### src/rtl/mie_params.svh
/*
 * Constants of the instruction execution core: timing counts, field positions,
 * fixed data memory offsets and reset values.
 * Assumes inclusion by mie_core only; it holds definitions only.
 */
`ifndef MIE_PARAMS_SVH
`define MIE_PARAMS_SVH

// ****************************************************************
// Timing
// ****************************************************************
`define MIE_CLK_PERIOD_NS   100
`define MIE_REF_OSC_KHZ     8000
`define MIE_REF_INSTR_NS    500
`define MIE_SYS_PER_INSTR   ((`MIE_REF_INSTR_NS * `MIE_REF_OSC_KHZ) / 1000000)
`define MIE_FETCH_PH        2'h0
`define MIE_LATCH_PH        2'h1
`define MIE_COMMIT_PH       2'h2
`define MIE_LAST_PH         2'h3

// ****************************************************************
// Instruction word fields
// ****************************************************************
`define MIE_CLASS_MSB       15
`define MIE_CLASS_LSB       12
`define MIE_OP_MSB          11
`define MIE_OP_LSB          8
`define MIE_BIT_MSB         10
`define MIE_BIT_LSB         8
`define MIE_ARG_MSB         7
`define MIE_TARGET_MSB      11

// ****************************************************************
// Data memory map and reset values
// ****************************************************************
`define MIE_PC_LOW_ADDR     8'h06
`define MIE_PC_RESET        12'h000
`define MIE_WREG_RESET      8'h00
`endif

### src/rtl/mie_pkg.sv
/*
 * Types of the instruction execution core: instruction classes, operations
 * and sequencer states.
 * Assumes that the encodings are this core's own and no assembler is shared.
 */
package mie_pkg;
  typedef enum logic [3:0] {
    CL_MISC, CL_ALU_A, CL_ALU_M, CL_ALU_I, CL_BSET, CL_BCLR, CL_SKB0, CL_SKB1,
    CL_SKBYTE, CL_STORE, CL_JUMP, CL_CALL
  } mie_class_e;
  typedef enum logic [3:0] {
    OP_ADD, OP_ADC, OP_SUB, OP_SBC, OP_AND, OP_OR, OP_XOR, OP_CPL,
    OP_INC, OP_DECR, OP_ROR, OP_ROL, OP_RORC, OP_ROLC, OP_PASS
  } mie_op_e;
  typedef enum logic [3:0] {
    MS_NOP, MS_HALT, MS_WDT, MS_SUBX, MS_INTX, MS_TABRD
  } mie_misc_e;
  typedef enum logic [3:0] {
    SB_SZ, SB_SZA, SB_SIZ, SB_SDZ, SB_SIZA, SB_SDZA
  } mie_skip_e;
  typedef enum logic [1:0] {ST_RUN, ST_EXTRA, ST_HALT} mie_state_e;
endpackage

### src/rtl/mie_alu_if.sv
/*
 * Carrier between the sequencer and the arithmetic unit.
 * Assumes a purely combinational unit on the far side.
 */
`timescale 1ns/1ps
interface mie_alu_if;
  import mie_pkg::*;
  mie_op_e    op;
  logic [7:0] a;
  logic [7:0] b;
  logic       c_in;
  logic [7:0] res;
  logic       c_out;
  logic       hc;
  logic       wrap;
  modport core (output op, a, b, c_in, input res, c_out, hc, wrap);
  modport alu  (input op, a, b, c_in, output res, c_out, hc, wrap);
endinterface

### src/rtl/mie_core.sv
/*
 * Instruction sequencer and data path of a small 8-bit core: fetch, decode,
 * execute, program counter, return stack and flags.
 * Assumes a program memory that returns data one clock after pm_rd and a
 * data memory that answers reads combinationally and writes on dm_we.
 */
`timescale 1ns/1ps
`include "mie_params.svh"
module mie_core #(
  parameter int STACK_DEPTH = 16
) (
  // Clock and reset
  input  wire logic        clock,
  input  wire logic        resetn,
  // Program memory
  output logic [11:0]      pm_addr,
  output logic             pm_rd,
  input  wire logic [15:0] pm_data,
  // Data memory
  output logic [7:0]       dm_addr,
  input  wire logic [7:0]  dm_rdata,
  output logic             dm_we,
  output logic [7:0]       dm_wdata,
  // Status
  output logic [7:0]       working_register,
  output logic [3:0]       status_flags,
  output logic [7:0]       table_high,
  output logic             halted,
  output logic             wdt_clear
);
  import mie_pkg::*;

  localparam int SP_W = $clog2(STACK_DEPTH);

  // ****************************************************************
  // State
  // ****************************************************************
  mie_state_e  st_r;
  mie_state_e  st_nxt_r;
  logic [1:0]  ph_r;
  logic [11:0] pc_r;
  logic [11:0] pm_addr_r;
  logic [15:0] ir_r;
  logic [15:0] tbl_r;
  logic [7:0]  wreg_r;
  logic [7:0]  tblh_r;
  logic        z_r;
  logic        c_r;
  logic        hc_r;
  logic        wrap_r;
  logic        dm_we_r;
  logic [7:0]  dm_wdata_r;
  logic        wdt_r;
  logic [11:0] stk_r [STACK_DEPTH];
  logic [SP_W-1:0] sp_r;

  mie_alu_if alu_bus ();
  mie_alu u_alu (.bus(alu_bus));

  // ****************************************************************
  // Decode
  // ****************************************************************
  mie_class_e  cls;
  mie_misc_e   misc;
  mie_skip_e   skop;
  logic [7:0]  arg;
  logic [2:0]  bit_i;
  logic [7:0]  bit_mask;
  logic [7:0]  operand;
  logic [7:0]  bit_res;
  logic [7:0]  m_data;
  logic [7:0]  res;
  logic        alu_cls;
  logic        is_arith;
  logic        is_logic;
  logic        is_rotc;
  logic        is_exit;
  logic        is_tab;
  logic        is_halt;
  logic        is_wdt;
  logic        skip_take;
  logic        write_m;
  logic        write_a;
  logic        pc_low_wr;
  logic        need_extra;
  logic        commit;
  logic        x_commit;
  logic [SP_W-1:0] sp_pop;
  logic [11:0] stk_top;
  logic [11:0] pc_seq;
  logic [11:0] pc_nxt;
  logic [11:0] tab_addr;

  assign cls      = mie_class_e'(ir_r[`MIE_CLASS_MSB:`MIE_CLASS_LSB]);
  assign misc     = mie_misc_e'(ir_r[`MIE_OP_MSB:`MIE_OP_LSB]);
  assign skop     = mie_skip_e'(ir_r[`MIE_OP_MSB:`MIE_OP_LSB]);
  assign arg      = ir_r[`MIE_ARG_MSB:0];
  assign bit_i    = ir_r[`MIE_BIT_MSB:`MIE_BIT_LSB];
  assign bit_mask = 8'h01 << bit_i;
  // A read of the low program counter byte sees the live counter.
  assign operand  = (arg == `MIE_PC_LOW_ADDR) ? pc_r[7:0] : dm_rdata;
  assign res      = alu_bus.res;

  assign alu_cls  = (cls == CL_ALU_A) || (cls == CL_ALU_M) || (cls == CL_ALU_I);
  assign is_arith = alu_cls && (alu_bus.op <= OP_SBC);
  assign is_logic = alu_cls && (alu_bus.op >= OP_AND) && (alu_bus.op <= OP_DECR);
  assign is_rotc  = alu_cls && ((alu_bus.op == OP_RORC) || (alu_bus.op == OP_ROLC));
  assign is_exit  = (cls == CL_MISC) && ((misc == MS_SUBX) || (misc == MS_INTX));
  assign is_tab   = (cls == CL_MISC) && (misc == MS_TABRD);
  assign is_halt  = (cls == CL_MISC) && (misc == MS_HALT);
  assign is_wdt   = (cls == CL_MISC) && (misc == MS_WDT);

  // Skip instructions share the unit: increment, decrement or pass through.
  assign alu_bus.op   = alu_cls ? mie_op_e'(ir_r[`MIE_OP_MSB:`MIE_OP_LSB]) :
                        ((skop == SB_SIZ) || (skop == SB_SIZA)) ? OP_INC :
                        ((skop == SB_SDZ) || (skop == SB_SDZA)) ? OP_DECR : OP_PASS;
  assign alu_bus.a    = wreg_r;
  assign alu_bus.b    = (cls == CL_ALU_I) ? arg : operand;
  assign alu_bus.c_in = c_r;

  assign bit_res  = (cls == CL_BSET) ? (operand | bit_mask) : (operand & ~bit_mask);
  assign skip_take = ((cls == CL_SKB0) && !operand[bit_i]) ||
                     ((cls == CL_SKB1) && operand[bit_i]) ||
                     ((cls == CL_SKBYTE) && (res == 8'h00));
  assign write_m  = (cls == CL_ALU_M) || (cls == CL_BSET) || (cls == CL_BCLR) ||
                    (cls == CL_STORE) ||
                    ((cls == CL_SKBYTE) && ((skop == SB_SIZ) || (skop == SB_SDZ)));
  assign write_a  = (cls == CL_ALU_A) || (cls == CL_ALU_I) ||
                    ((cls == CL_SKBYTE) && ((skop == SB_SZA) || (skop == SB_SIZA) ||
                                            (skop == SB_SDZA)));
  assign m_data   = (cls == CL_STORE) ? wreg_r :
                    ((cls == CL_BSET) || (cls == CL_BCLR)) ? bit_res : res;
  assign pc_low_wr = write_m && (arg == `MIE_PC_LOW_ADDR);
  assign need_extra = (cls == CL_JUMP) || (cls == CL_CALL) || is_exit || is_tab ||
                      pc_low_wr || skip_take;

  // ****************************************************************
  // Program counter and stack
  // ****************************************************************
  assign sp_pop   = sp_r - SP_W'(1);
  assign stk_top  = stk_r[sp_pop];
  assign pc_seq   = pc_r + 12'h001;
  assign tab_addr = {pc_r[11:8], wreg_r};
  assign pc_nxt   = ((cls == CL_JUMP) || (cls == CL_CALL)) ? ir_r[`MIE_TARGET_MSB:0] :
                    is_exit   ? stk_top :
                    pc_low_wr ? {pc_r[11:8], m_data} :
                    skip_take ? pc_r + 12'h002 : pc_seq;

  // Execution happens in the third clock of each four-clock instruction cycle.
  assign commit   = (st_r == ST_RUN) && (ph_r == `MIE_COMMIT_PH);
  assign x_commit = (st_r == ST_EXTRA) && (ph_r == `MIE_COMMIT_PH);

  // ****************************************************************
  // Outputs
  // ****************************************************************
  assign pm_addr  = pm_addr_r;
  assign pm_rd    = (ph_r == `MIE_FETCH_PH) &&
                    ((st_r == ST_RUN) || ((st_r == ST_EXTRA) && is_tab));
  assign dm_addr  = arg;
  assign dm_we    = dm_we_r;
  assign dm_wdata = dm_wdata_r;
  assign working_register = wreg_r;
  assign status_flags     = {wrap_r, hc_r, c_r, z_r};
  assign table_high       = tblh_r;
  assign halted           = (st_r == ST_HALT);
  assign wdt_clear        = wdt_r;

  // ****************************************************************
  // Sequencer
  // ****************************************************************
  always_ff @(posedge clock) begin
    if (!resetn) begin
      ph_r      <= `MIE_FETCH_PH;
      st_r      <= ST_RUN;
      st_nxt_r  <= ST_RUN;
      pc_r      <= `MIE_PC_RESET;
      pm_addr_r <= `MIE_PC_RESET;
      ir_r      <= 16'h0000;
      tbl_r     <= 16'h0000;
      sp_r      <= '0;
    end else begin
      ph_r <= ph_r + 2'h1;
      if (ph_r == `MIE_LAST_PH) begin
        st_r <= st_nxt_r;
      end
      if ((ph_r == `MIE_LATCH_PH) && (st_r == ST_RUN)) begin
        ir_r <= pm_data;
      end
      if ((ph_r == `MIE_LATCH_PH) && (st_r == ST_EXTRA)) begin
        tbl_r <= pm_data;
      end
      if (commit) begin
        st_nxt_r  <= is_halt ? ST_HALT : (need_extra ? ST_EXTRA : ST_RUN);
        pc_r      <= pc_nxt;
        pm_addr_r <= is_tab ? tab_addr : pc_nxt;
        if (cls == CL_CALL) begin
          sp_r <= sp_r + SP_W'(1);
        end else if (is_exit) begin
          sp_r <= sp_pop;
        end
      end
      if (x_commit) begin
        st_nxt_r  <= ST_RUN;
        pm_addr_r <= pc_r;
      end
    end
  end

  // The return stack has no reset; a call past the last level wraps.
  always_ff @(posedge clock) begin
    if (commit && (cls == CL_CALL)) begin
      stk_r[sp_r] <= pc_seq;
    end
  end

  // ****************************************************************
  // Data path
  // ****************************************************************
  always_ff @(posedge clock) begin
    if (!resetn) begin
      wreg_r     <= `MIE_WREG_RESET;
      tblh_r     <= 8'h00;
      {wrap_r, hc_r, c_r, z_r} <= 4'h0;
      dm_we_r    <= 1'b0;
      dm_wdata_r <= 8'h00;
      wdt_r      <= 1'b0;
    end else begin
      dm_we_r <= (commit && write_m) || (x_commit && is_tab);
      wdt_r   <= commit && is_wdt;
      if (commit && write_m) begin
        dm_wdata_r <= m_data;
      end
      if (x_commit && is_tab) begin
        dm_wdata_r <= tbl_r[7:0];
        tblh_r     <= tbl_r[15:8];
      end
      if (commit && write_a) begin
        wreg_r <= res;
      end
      if (commit && (is_arith || is_logic)) begin
        z_r <= (res == 8'h00);
      end
      if (commit && (is_arith || is_rotc)) begin
        c_r <= alu_bus.c_out;
      end
      if (commit && is_arith) begin
        hc_r <= alu_bus.hc;
        wrap_r <= alu_bus.wrap;
      end
    end
  end

  // ****************************************************************
  // Checks
  // ****************************************************************
  AST_FETCH_SPACING: assert property (@(posedge clock) disable iff (!resetn)
    pm_rd |=> !pm_rd [*3]) else $error("fetch strobes closer than four clocks");

  AST_RESET_FETCH: assert property (@(posedge clock) disable iff (!resetn)
    $rose(resetn) |-> (pm_rd && (pm_addr == 12'h000)))
    else $error("first fetch after reset not at address zero");

  AST_EXTRA_CYCLE: assert property (@(posedge clock) disable iff (!resetn)
    (commit && need_extra && !is_halt) |-> ##2 (st_r == ST_EXTRA) [*4] ##1 (st_r == ST_RUN))
    else $error("branching instruction did not take exactly one extra cycle");

  AST_SINGLE_CYCLE: assert property (@(posedge clock) disable iff (!resetn)
    (commit && !need_extra && !is_halt) |-> ##2 (pm_rd && (st_r == ST_RUN)))
    else $error("plain instruction did not retire in one cycle");

  AST_SKIP_TARGET: assert property (@(posedge clock) disable iff (!resetn)
    (commit && skip_take) |=> (pc_r == $past(pc_r) + 12'h002))
    else $error("taken skip did not bypass one instruction");

  AST_RETURN_POINT: assert property (@(posedge clock) disable iff (!resetn)
    (commit && (cls == CL_CALL)) |=> (stk_r[$past(sp_r)] == $past(pc_r) + 12'h001))
    else $error("call saved a wrong return point");

  AST_RETURN_PC: assert property (@(posedge clock) disable iff (!resetn)
    (commit && is_exit) |=> (pc_r == $past(stk_top)))
    else $error("return did not resume at saved point");

  AST_BIT_ONLY: assert property (@(posedge clock) disable iff (!resetn)
    (commit && ((cls == CL_BSET) || (cls == CL_BCLR))) |=>
      (dm_we && ((dm_wdata & ~$past(bit_mask)) == ($past(operand) & ~$past(bit_mask))) &&
       ((dm_wdata & $past(bit_mask)) == ((cls == CL_BSET) ? $past(bit_mask) : 8'h00))))
    else $error("bit operation changed other bits");

  AST_PC_LOW_REDIRECT: assert property (@(posedge clock) disable iff (!resetn)
    (commit && pc_low_wr) |=> ((pc_r[7:0] == dm_wdata) && (st_nxt_r == ST_EXTRA)))
    else $error("program counter low write did not redirect");

  AST_LOGIC_ZERO: assert property (@(posedge clock) disable iff (!resetn)
    (commit && is_logic) |=> (z_r == ($past(res) == 8'h00)))
    else $error("zero flag wrong after logic operation");

  AST_INC_ONE: assert property (@(posedge clock) disable iff (!resetn)
    (commit && alu_cls && (alu_bus.op == OP_INC)) |=>
      (((cls == CL_ALU_M) ? dm_wdata : wreg_r) == $past(alu_bus.b) + 8'h01))
    else $error("increment did not add exactly one");

  AST_JUMP_NO_PUSH: assert property (@(posedge clock) disable iff (!resetn)
    (commit && (cls == CL_JUMP)) |=> ($stable(sp_r) && (pc_r == $past(ir_r[11:0]))))
    else $error("branch moved the stack or missed its target");
endmodule // mie_core

### src/rtl/mie_alu.sv
/*
 * Combinational 8-bit arithmetic and logic unit.
 * Assumes the caller decides which flags an operation updates.
 */
`timescale 1ns/1ps
module mie_alu (
  mie_alu_if.alu bus
);
  import mie_pkg::*;

  logic       is_sub;
  logic [7:0] b2;
  logic       cin;
  logic [8:0] sum;
  logic [4:0] hsum;

  // Subtraction adds the complement, so carry set means no borrow.
  assign is_sub = (bus.op == OP_SUB) || (bus.op == OP_SBC);
  assign b2     = is_sub ? ~bus.b : bus.b;
  assign cin    = (bus.op == OP_ADD) ? 1'b0 : ((bus.op == OP_SUB) ? 1'b1 : bus.c_in);
  assign sum    = {1'b0, bus.a} + {1'b0, b2} + {8'h00, cin};
  assign hsum   = {1'b0, bus.a[3:0]} + {1'b0, b2[3:0]} + {4'h0, cin};
  assign bus.hc = hsum[4];
  assign bus.wrap = (bus.a[7] == b2[7]) && (sum[7] != bus.a[7]);

  always_comb begin
    bus.c_out = bus.c_in;
    unique case (bus.op)
      OP_ADD, OP_ADC, OP_SUB, OP_SBC: begin
        bus.res   = sum[7:0];
        bus.c_out = sum[8];
      end
      OP_AND:  bus.res = bus.a & bus.b;
      OP_OR:   bus.res = bus.a | bus.b;
      OP_XOR:  bus.res = bus.a ^ bus.b;
      OP_CPL:  bus.res = ~bus.b;
      OP_INC:  bus.res = bus.b + 8'h01;
      OP_DECR: bus.res = bus.b - 8'h01;
      OP_ROR:  bus.res = {bus.b[0], bus.b[7:1]};
      OP_ROL:  bus.res = {bus.b[6:0], bus.b[7]};
      OP_RORC: begin
        bus.res   = {bus.c_in, bus.b[7:1]};
        bus.c_out = bus.b[0];
      end
      OP_ROLC: begin
        bus.res   = {bus.b[6:0], bus.c_in};
        bus.c_out = bus.b[7];
      end
      OP_PASS: bus.res = bus.b;
      default: bus.res = bus.b;
    endcase
  end
endmodule // mie_alu

### config.mk
export PLATFORM = sky130hd
export DESIGN_NAME = mie_core
export DESIGN_NICKNAME = d
export VERILOG_FILES = /design/src/rtl/mie_pkg.sv /design/src/rtl/mie_alu_if.sv /design/src/rtl/mie_core.sv /design/src/rtl/mie_alu.sv
export VERILOG_INCLUDE_DIRS = /design/src /design/src/rtl
export SDC_FILE = /design/constraint.sdc
export NUM_CORES = 1
export LEC_CHECK = 0
export ABC_AREA = 1
export BUFFER_PORTS_ARGS = -buffer_cell sky130_fd_sc_hd__buf_2
export CELL_PAD_IN_SITES_DETAIL_PLACEMENT = 1
export CELL_PAD_IN_SITES_GLOBAL_PLACEMENT = 1
export CORE_MARGIN = 5
export CORE_UTILIZATION = 45
export CTS_BUF_LIST = sky130_fd_sc_hd__clkbuf_8 sky130_fd_sc_hd__clkbuf_16
export DETAILED_ROUTE_END_ITERATION = 10
export PLACE_DENSITY_LB_ADDON = 0.1
export SYNTH_ARGS = -nofsm -noshare
export SYNTH_HDL_FRONTEND = slang
export SYNTH_SLANG_ARGS = --single-unit
### constraint.sdc
create_clock -name clock -period 8.8 [get_ports clock]
set_input_delay 0.88 -clock clock [delete_from_list [all_inputs] [get_ports clock]]
set_output_delay 0.88 -clock clock [all_outputs]
set_load 0.03 [all_outputs]
==> results of run 1 <==
==> area by class of cell <==
type | instances | area [um2] | share of cell area [%]
clock buffer | 39 | 886 | 5.30
tap | 442 | 553 | 3.31
timing repair buffer | 110 | 633 | 3.79
multi-input combinational | 1156 | 6090 | 36.4
sequential | 288 | 7690 | 46.0
clock inverter | 19 | 184 | 1.10
inverter | 181 | 679 | 4.07
==> flip-flops by register name, summed over array words and instances, names as in the netlist, 2 cells and up <==
register / cells
tbl_r: 16
dm_wdata: 8
stk_r: 192
ir_r: 16
pm_addr: 12
ph_r: 2
table_high: 8
st_r: 2
pc_r: 12
working_register: 8
sp_r: 4
st_nxt_r: 2
==> cell usage in the layout (no fill, tap or decap), drive strengths merged, types with 3 or more instances in the layout <==
master / count
clkbuf: 39
a31oi: 13
o221ai: 16
o211ai: 24
o21bai: 5
inv: 187
a211oi: 4
xnor2: 5
bufinv: 3
o21ai: 259
ha: 38
a21oi: 102
nand2: 294
or2: 5
xor2: 26
dfxtp: 96
o22ai: 38
nor3: 10
edfxtp: 192
nor2: 218
nand3: 78
buf: 110
nand4: 11
clkinv: 8
==> stage by stage <==
stage | power (mW) | util [%] | instance area, um2
6_report | 3.46 | 51.4 | 16700
3_5_place_dp | 2.14 | 48.1 | 15600
2_1_floorplan | 1.94 | - | 14900
5_1_grt | 3.61 | 51.4 | 16700
4_1_cts | 3.48 | 51.4 | 16700
3_3_place_gp | 2.12 | 48.1 | 15600
==> worst min-delay path by stage <==
stage                startpoint       end  slack, ps
CTS                 st_nxt_r[0]   st_r[0]        440
finish                 tbl_r[1]  tbl_r[1]        450
detailed placement     tbl_r[1]  tbl_r[1]        440
floorplan              tbl_r[0]  tbl_r[0]        420
global route           tbl_r[1]  tbl_r[1]        470
global placement       tbl_r[0]  tbl_r[0]        430
==> power by group through the flow <==
stage / clock [mW] / sequential (mW) / combinational (mW)
6_report: 1.35 / 1.52 / 0.594
2_1_floorplan: 0 / 1.54 / 0.397
3_5_place_dp: 0 / 1.55 / 0.589
5_1_grt: 1.44 / 1.52 / 0.652
3_3_place_gp: 0 / 1.55 / 0.577
4_1_cts: 1.37 / 1.52 / 0.592
==> metal layers <==
metal	vias to the layer above	track usage, %
li1	5958	-
met1	6213	34.0
met2	320	47.6
met3	89	3.34
met4	0	7.79
met5	-	0
==> worst reg2reg max path, delay by kind of cell, from the launching register on <==
kind | cells | cell delay [ps]
AND/OR/NAND/NOR | 20 | 2300
AO/OA/AOI/OAI | 6 | 1080
adder cells (fa/ha/maj) | 2 | 640
flip-flops | 1 | 510
buffers and inverters | 4 | 370
XOR/XNOR | 1 | 230
==> synth_stat cells, drive strengths merged (2+ instances only) <==
cell type    n
nand2      294
o21ai      259
nor2       218
edfxtp     192
inv        177
a21oi      102
dfxtp       96
nand3       78
clkbuf      69
ha          38
o22ai       38
xor2        26
o211ai      24
buf         21
o221ai      16
a31oi       13
nand4       11
nor3        10
o21bai       5
or2          5
xnor2        5
a211oi       4
clkinv       4
fa           2
o2111ai      2
==> cell families (layout without fill, tap and decap cells) <==
group / Yosys count / count (layout)
AND/OR/NAND/NOR: 618 / 618
adder cells (fa/ha/maj): 40 / 40
AO/OA/AOI/OAI: 467 / 467
buffers and inverters: 271 / 349
XOR/XNOR: 31 / 31
flip-flops: 288 / 288
==> results.sh, run 1 <==
export IMPL_cap_violations=0
export IMPL_die_w_um=192
export IMPL_r2r_end="pm_addr[9]"
export IMPL_power_leakage_nw=6.68
export IMPL_synth_area_mm2=0.0149
export IMPL_cts_buffers=31
export IMPL_cts_tree="done"
export IMPL_hold_path_depth=2
export IMPL_grtUsageTotal_pct=26.7
export IMPL_dieArea_mm2=0.0368
export IMPL_synth_cell_types=49
export IMPL_reg2reg_from="ir_r[1]"
export IMPL_slew_headroom_pct=7.21
export IMPL_seq_power_share_pct=43.9
export IMPL_port_buffers=77
export IMPL_num_rows=66
export IMPL_ir_drop_mv=0.148
export IMPL_worstSetupPathDepth=33
export IMPL_holdBufCountCts=0
export IMPL_synth_area_leaders="edfxtp_1, dfxtp_1, o21ai_0, nand2_1, nor2_1"
export IMPL_fin_ws_ps=3620
export IMPL_cp_endpoint="pm_addr[9]"
export IMPL_max_slew_worst_pin_slew_ps=1390
export IMPL_power_density_mw_per_mm2=207
export IMPL_drv_slew=0
export IMPL_cts_root_buffer="clkbuf_16"
export IMPL_hold_path_class="register to register"
export IMPL_fin_setup_tns_ps=0
export IMPL_timing_final_hold_violations=0
export IMPL_crit_start="ir_r[1]"
export IMPL_fin_worst_skew_ps=15.7
export IMPL_yosys_warnings=0
export IMPL_h_tree_depth=1
export IMPL_critPathCaptureType="register"
export IMPL_pre_cts_ws_ps=3730
export IMPL_syn2layout_area_growth_pct=12.4
export IMPL_wl_met1_um=20800
export IMPL_cp_top_family="simple AND/OR/NAND/NOR gates"
export IMPL_ioPinCount=78
export IMPL_reg2reg_depth=33
export IMPL_wl_um=48800
export IMPL_wl_met3_um=2150
export IMPL_drc_errors=0
export IMPL_ys_ff_latch=288
export IMPL_max_freq_ghz=0.193
export IMPL_syn_nets=1781
export IMPL_grt_pass1_vias=13100
export IMPL_drt_pass1_iterations=4
export IMPL_drive_above_1_share_pct=13.5
export IMPL_synth_largest_area_cell="edfxtp_1"
export IMPL_cts_max_path_buffers=3
export IMPL_synth_edf_count=192
export IMPL_timing_hold_ws_ps=446
export IMPL_outcome="completed"
export IMPL_final_nets=1834
export IMPL_layout_min_cycle_time_ps=5180
export IMPL_synth_xor_area_share_pct=1.83
export IMPL_cpMaxStageDelayCell="dfxtp_1"
export IMPL_synth_area_per_cell_um2=8.67
export IMPL_layoutNonFillerInstCount=2235
export IMPL_synthSimpleGateAreaFrac_pct=18.1
export IMPL_synth_top_area_share_pct=38.8
export IMPL_gp_congestion=0.971
export IMPL_first_iter_violations=701
export IMPL_syn_inst=1715
export IMPL_synth_fa_ha_area_share_pct=3.47
export IMPL_startpoint_type="register"
export IMPL_async_flop_share_pct=0
export IMPL_p_int_mw=2.44
export IMPL_clockPowerShare_pct=39.0
export IMPL_grt_max_degree=100
export IMPL_max_stage_delay_ps=510
export IMPL_die_h_um=192
export IMPL_grt_remaining_overflow=0
export IMPL_cp_num_buf_inv=4
export IMPL_dr_wl_met2_um=24400
export IMPL_combinationalPowerShare_pct=17.2
export IMPL_dp_cells=2177
export IMPL_nFillCells=3842
export IMPL_setup_worst_path_class="register to register"
export IMPL_highest_layer="met4"
export IMPL_postCtsSetupRepairBufs=0
export IMPL_seq_area_frac_synth_pct=51.7
export IMPL_period_share_pct=58.9
export IMPL_cts_resized_gates=0
export IMPL_grt_pass1_wl_um=76400
export IMPL_start_util_pct=45.7
export IMPL_rsz0062_at_grt="no"
export IMPL_synth_top_family_by_area="simple AND/OR/NAND/NOR gates"
export IMPL_path_clk_slew_ps=60
export IMPL_post_drt_wl_per_cell_um=21.8
export IMPL_path_common_cell="nand2_1"
export IMPL_dp_hpwl_um=34000
export IMPL_clk_latency_ps=580
export IMPL_crit_required_ps=9310
export IMPL_power_switching_mw=1.02
export IMPL_synthFlopType="edfxtp_1"
export IMPL_viasPerCell=5.63
export IMPL_crit_arrival_ps=5690
export IMPL_core_mm2=0.0325
export IMPL_num_vias=12600
export IMPL_cts_sinks=288
export IMPL_final_antenna_net_count=0
export IMPL_crit_fanout=16
export IMPL_finalSetupViolCount=0
export IMPL_p_sw_share_pct=29.5
export IMPL_n_antenna_cell=0
export IMPL_synth_compound_area_share_pct=17.6
export IMPL_grt_antenna_before_repair=0
export IMPL_synthMuxAreaShare_pct=0
export IMPL_r2r_setup_slack_ps=3620
Note: power is estimated with default switching activity, not from simulation.
==> run 2, diff against run 1 <==
clock period = 5.3 ns   (was 8.8 ns; I/O delays follow)
==> results.sh, run 2 (synthesis gave the netlist of run 1 again) <==
export IMPL_outcome="completed"
export IMPL_max_stage_delay_ps=570
export IMPL_grt_pass1_wl_um=74900
export IMPL_layout_min_cycle_time_ps=4870
export IMPL_slew_headroom_pct=16.7
export IMPL_drt_pass1_iterations=5
export IMPL_drc_errors=0
export IMPL_period_share_pct=91.9
export IMPL_finalSetupViolCount=0
export IMPL_grt_remaining_overflow=0
export IMPL_dieArea_mm2=0.0368
export IMPL_viasPerCell=5.61
export IMPL_fin_setup_tns_ps=0
export IMPL_cpMaxStageDelayCell="dfxtp_1"
export IMPL_layout_common_cells="nand2_1, o21ai_0, nor2_1"
export IMPL_cts_tree="done"
export IMPL_max_slew_worst_pin_slew_ps=1250
export IMPL_die_w_um=192
export IMPL_h_tree_depth=1
export IMPL_path_clk_slew_ps=60
export IMPL_start_util_pct=45.7
export IMPL_cap_violations=0
export IMPL_wl_um=48200
export IMPL_final_antenna_net_count=0
export IMPL_num_rows=66
export IMPL_crit_fanout=16
export IMPL_fin_worst_skew_ps=20.2
export IMPL_clk_latency_ps=580
export IMPL_holdBufCountCts=0
export IMPL_cts_max_path_buffers=3
export IMPL_cts_resized_gates=0
export IMPL_ioPinCount=78
export IMPL_final_common_cell="nand2_1"
export IMPL_timing_final_hold_violations=0
export IMPL_rsz0062_at_grt="no"
export IMPL_grt_pass1_vias=12900
export IMPL_cts_buffers=31
export IMPL_critPathCaptureType="register"
export IMPL_grt_antenna_before_repair=1
export IMPL_setup_worst_path_class="register to register"
export IMPL_num_vias=12600
export IMPL_drive_above_1_share_pct=14.3
export IMPL_startpoint_type="register"
export IMPL_layoutNonFillerInstCount=2245
export IMPL_dp_hpwl_um=33700
export IMPL_post_drt_wl_per_cell_um=21.5
export IMPL_nFillCells=3946
export IMPL_drv_slew=0
export IMPL_timing_hold_ws_ps=245
export IMPL_hold_path_class="input port to register"
export IMPL_grtUsageTotal_pct=26.0
export IMPL_grt_max_degree=100
export IMPL_top_regs="stk_r (192), ir_r (16), tbl_r (16)"
export IMPL_cts_sinks=288
export IMPL_crit_required_ps=5810
export IMPL_power_leakage_nw=6.72
export IMPL_max_freq_ghz=0.205
export IMPL_cts_root_buffer="clkbuf_16"
export IMPL_syn2layout_area_growth_pct=12.9
export IMPL_core_mm2=0.0325
export IMPL_path_common_cell="nand2_1"
export IMPL_crit_arrival_ps=5380
export IMPL_largest_reg_flops=192
export IMPL_dp_cells=2186
export IMPL_power_density_mw_per_mm2=341
export IMPL_postCtsSetupRepairBufs=0
export IMPL_gp_congestion=1.01
export IMPL_first_iter_violations=813
export IMPL_max_flop_register="stk_r"
export IMPL_port_buffers=77
export IMPL_ir_drop_mv=0.247
export IMPL_die_h_um=192
export IMPL_n_antenna_cell=0
export IMPL_final_nets=1844
[run 2: power by group]
| group | total [mW] | leakage [nW] | internal [mW] | switching (mW) |
|---|---|---|---|---|
| sequential | 2.52 | 2.50 | 2.46 | 0.0552 |
| clock | 2.20 | 0.547 | 1.27 | 0.924 |
| combinational | 1.00 | 3.67 | 0.276 | 0.726 |
| total | 5.71 | 6.72 | 4.01 | 1.71 |
[run 2: area by class of cell]
type                       count  area, um2  area share (%)
timing repair buffer         120        708            4.22
tap                          442        553            3.30
multi-input combinational   1156       6100            36.4
clock buffer                  41        925            5.51
clock inverter                17        123           0.731
sequential                   288       7690            45.8
inverter                     181        679            4.05
[run 2: stage by stage]
step / utilization (%) / power (mW) / cell area [um2] / worst slack (ps)
floorplan: - / 3.22 / 14900 / 1360
global placement: 48.3 / 3.53 / 15700 / 225
detailed placement: 48.3 / 3.55 / 15700 / 179
CTS: 51.5 / 5.74 / 16800 / 141
global route: 51.6 / 5.95 / 16800 / 16.9
finish: 51.6 / 5.71 / 16800 / 430
[run 2: final timing paths]
| path | slack [ps] | end | depth (start not counted) | startpoint |
|---|---|---|---|---|
| hold reg to reg | 450 | tbl_r[0] | 2 | tbl_r[0] |
| setup / recovery | 430 | pm_addr[9] | 31 | ir_r[12] |
| setup reg to reg | 430 | pm_addr[9] | 31 | ir_r[12] |
| hold / removal | 250 | ir_r[1] | 3 | pm_data[1] |
[run 2: critical path, delay by kind of cell (launching register included)]
family	cells	cell delay, ps
xor gates and xnor gates	1	230
buffers and inverters	5	540
DFF	1	570
adders and majority gates	2	640
and+or+nand+nor	19	2160
AOI/OAI and AO/OA	4	640
[run 2: routing by layer]
metal | track usage [%] | vias to the layer above | wire length, um
li1 | - | 5996 | -
met1 | 33.2 | 6166 | 20500
met2 | 45.5 | 329 | 23600
met3 | 4.16 | 91 | 2490
met4 | 8.23 | 2 | 1540
met5 | 0 | - | 13
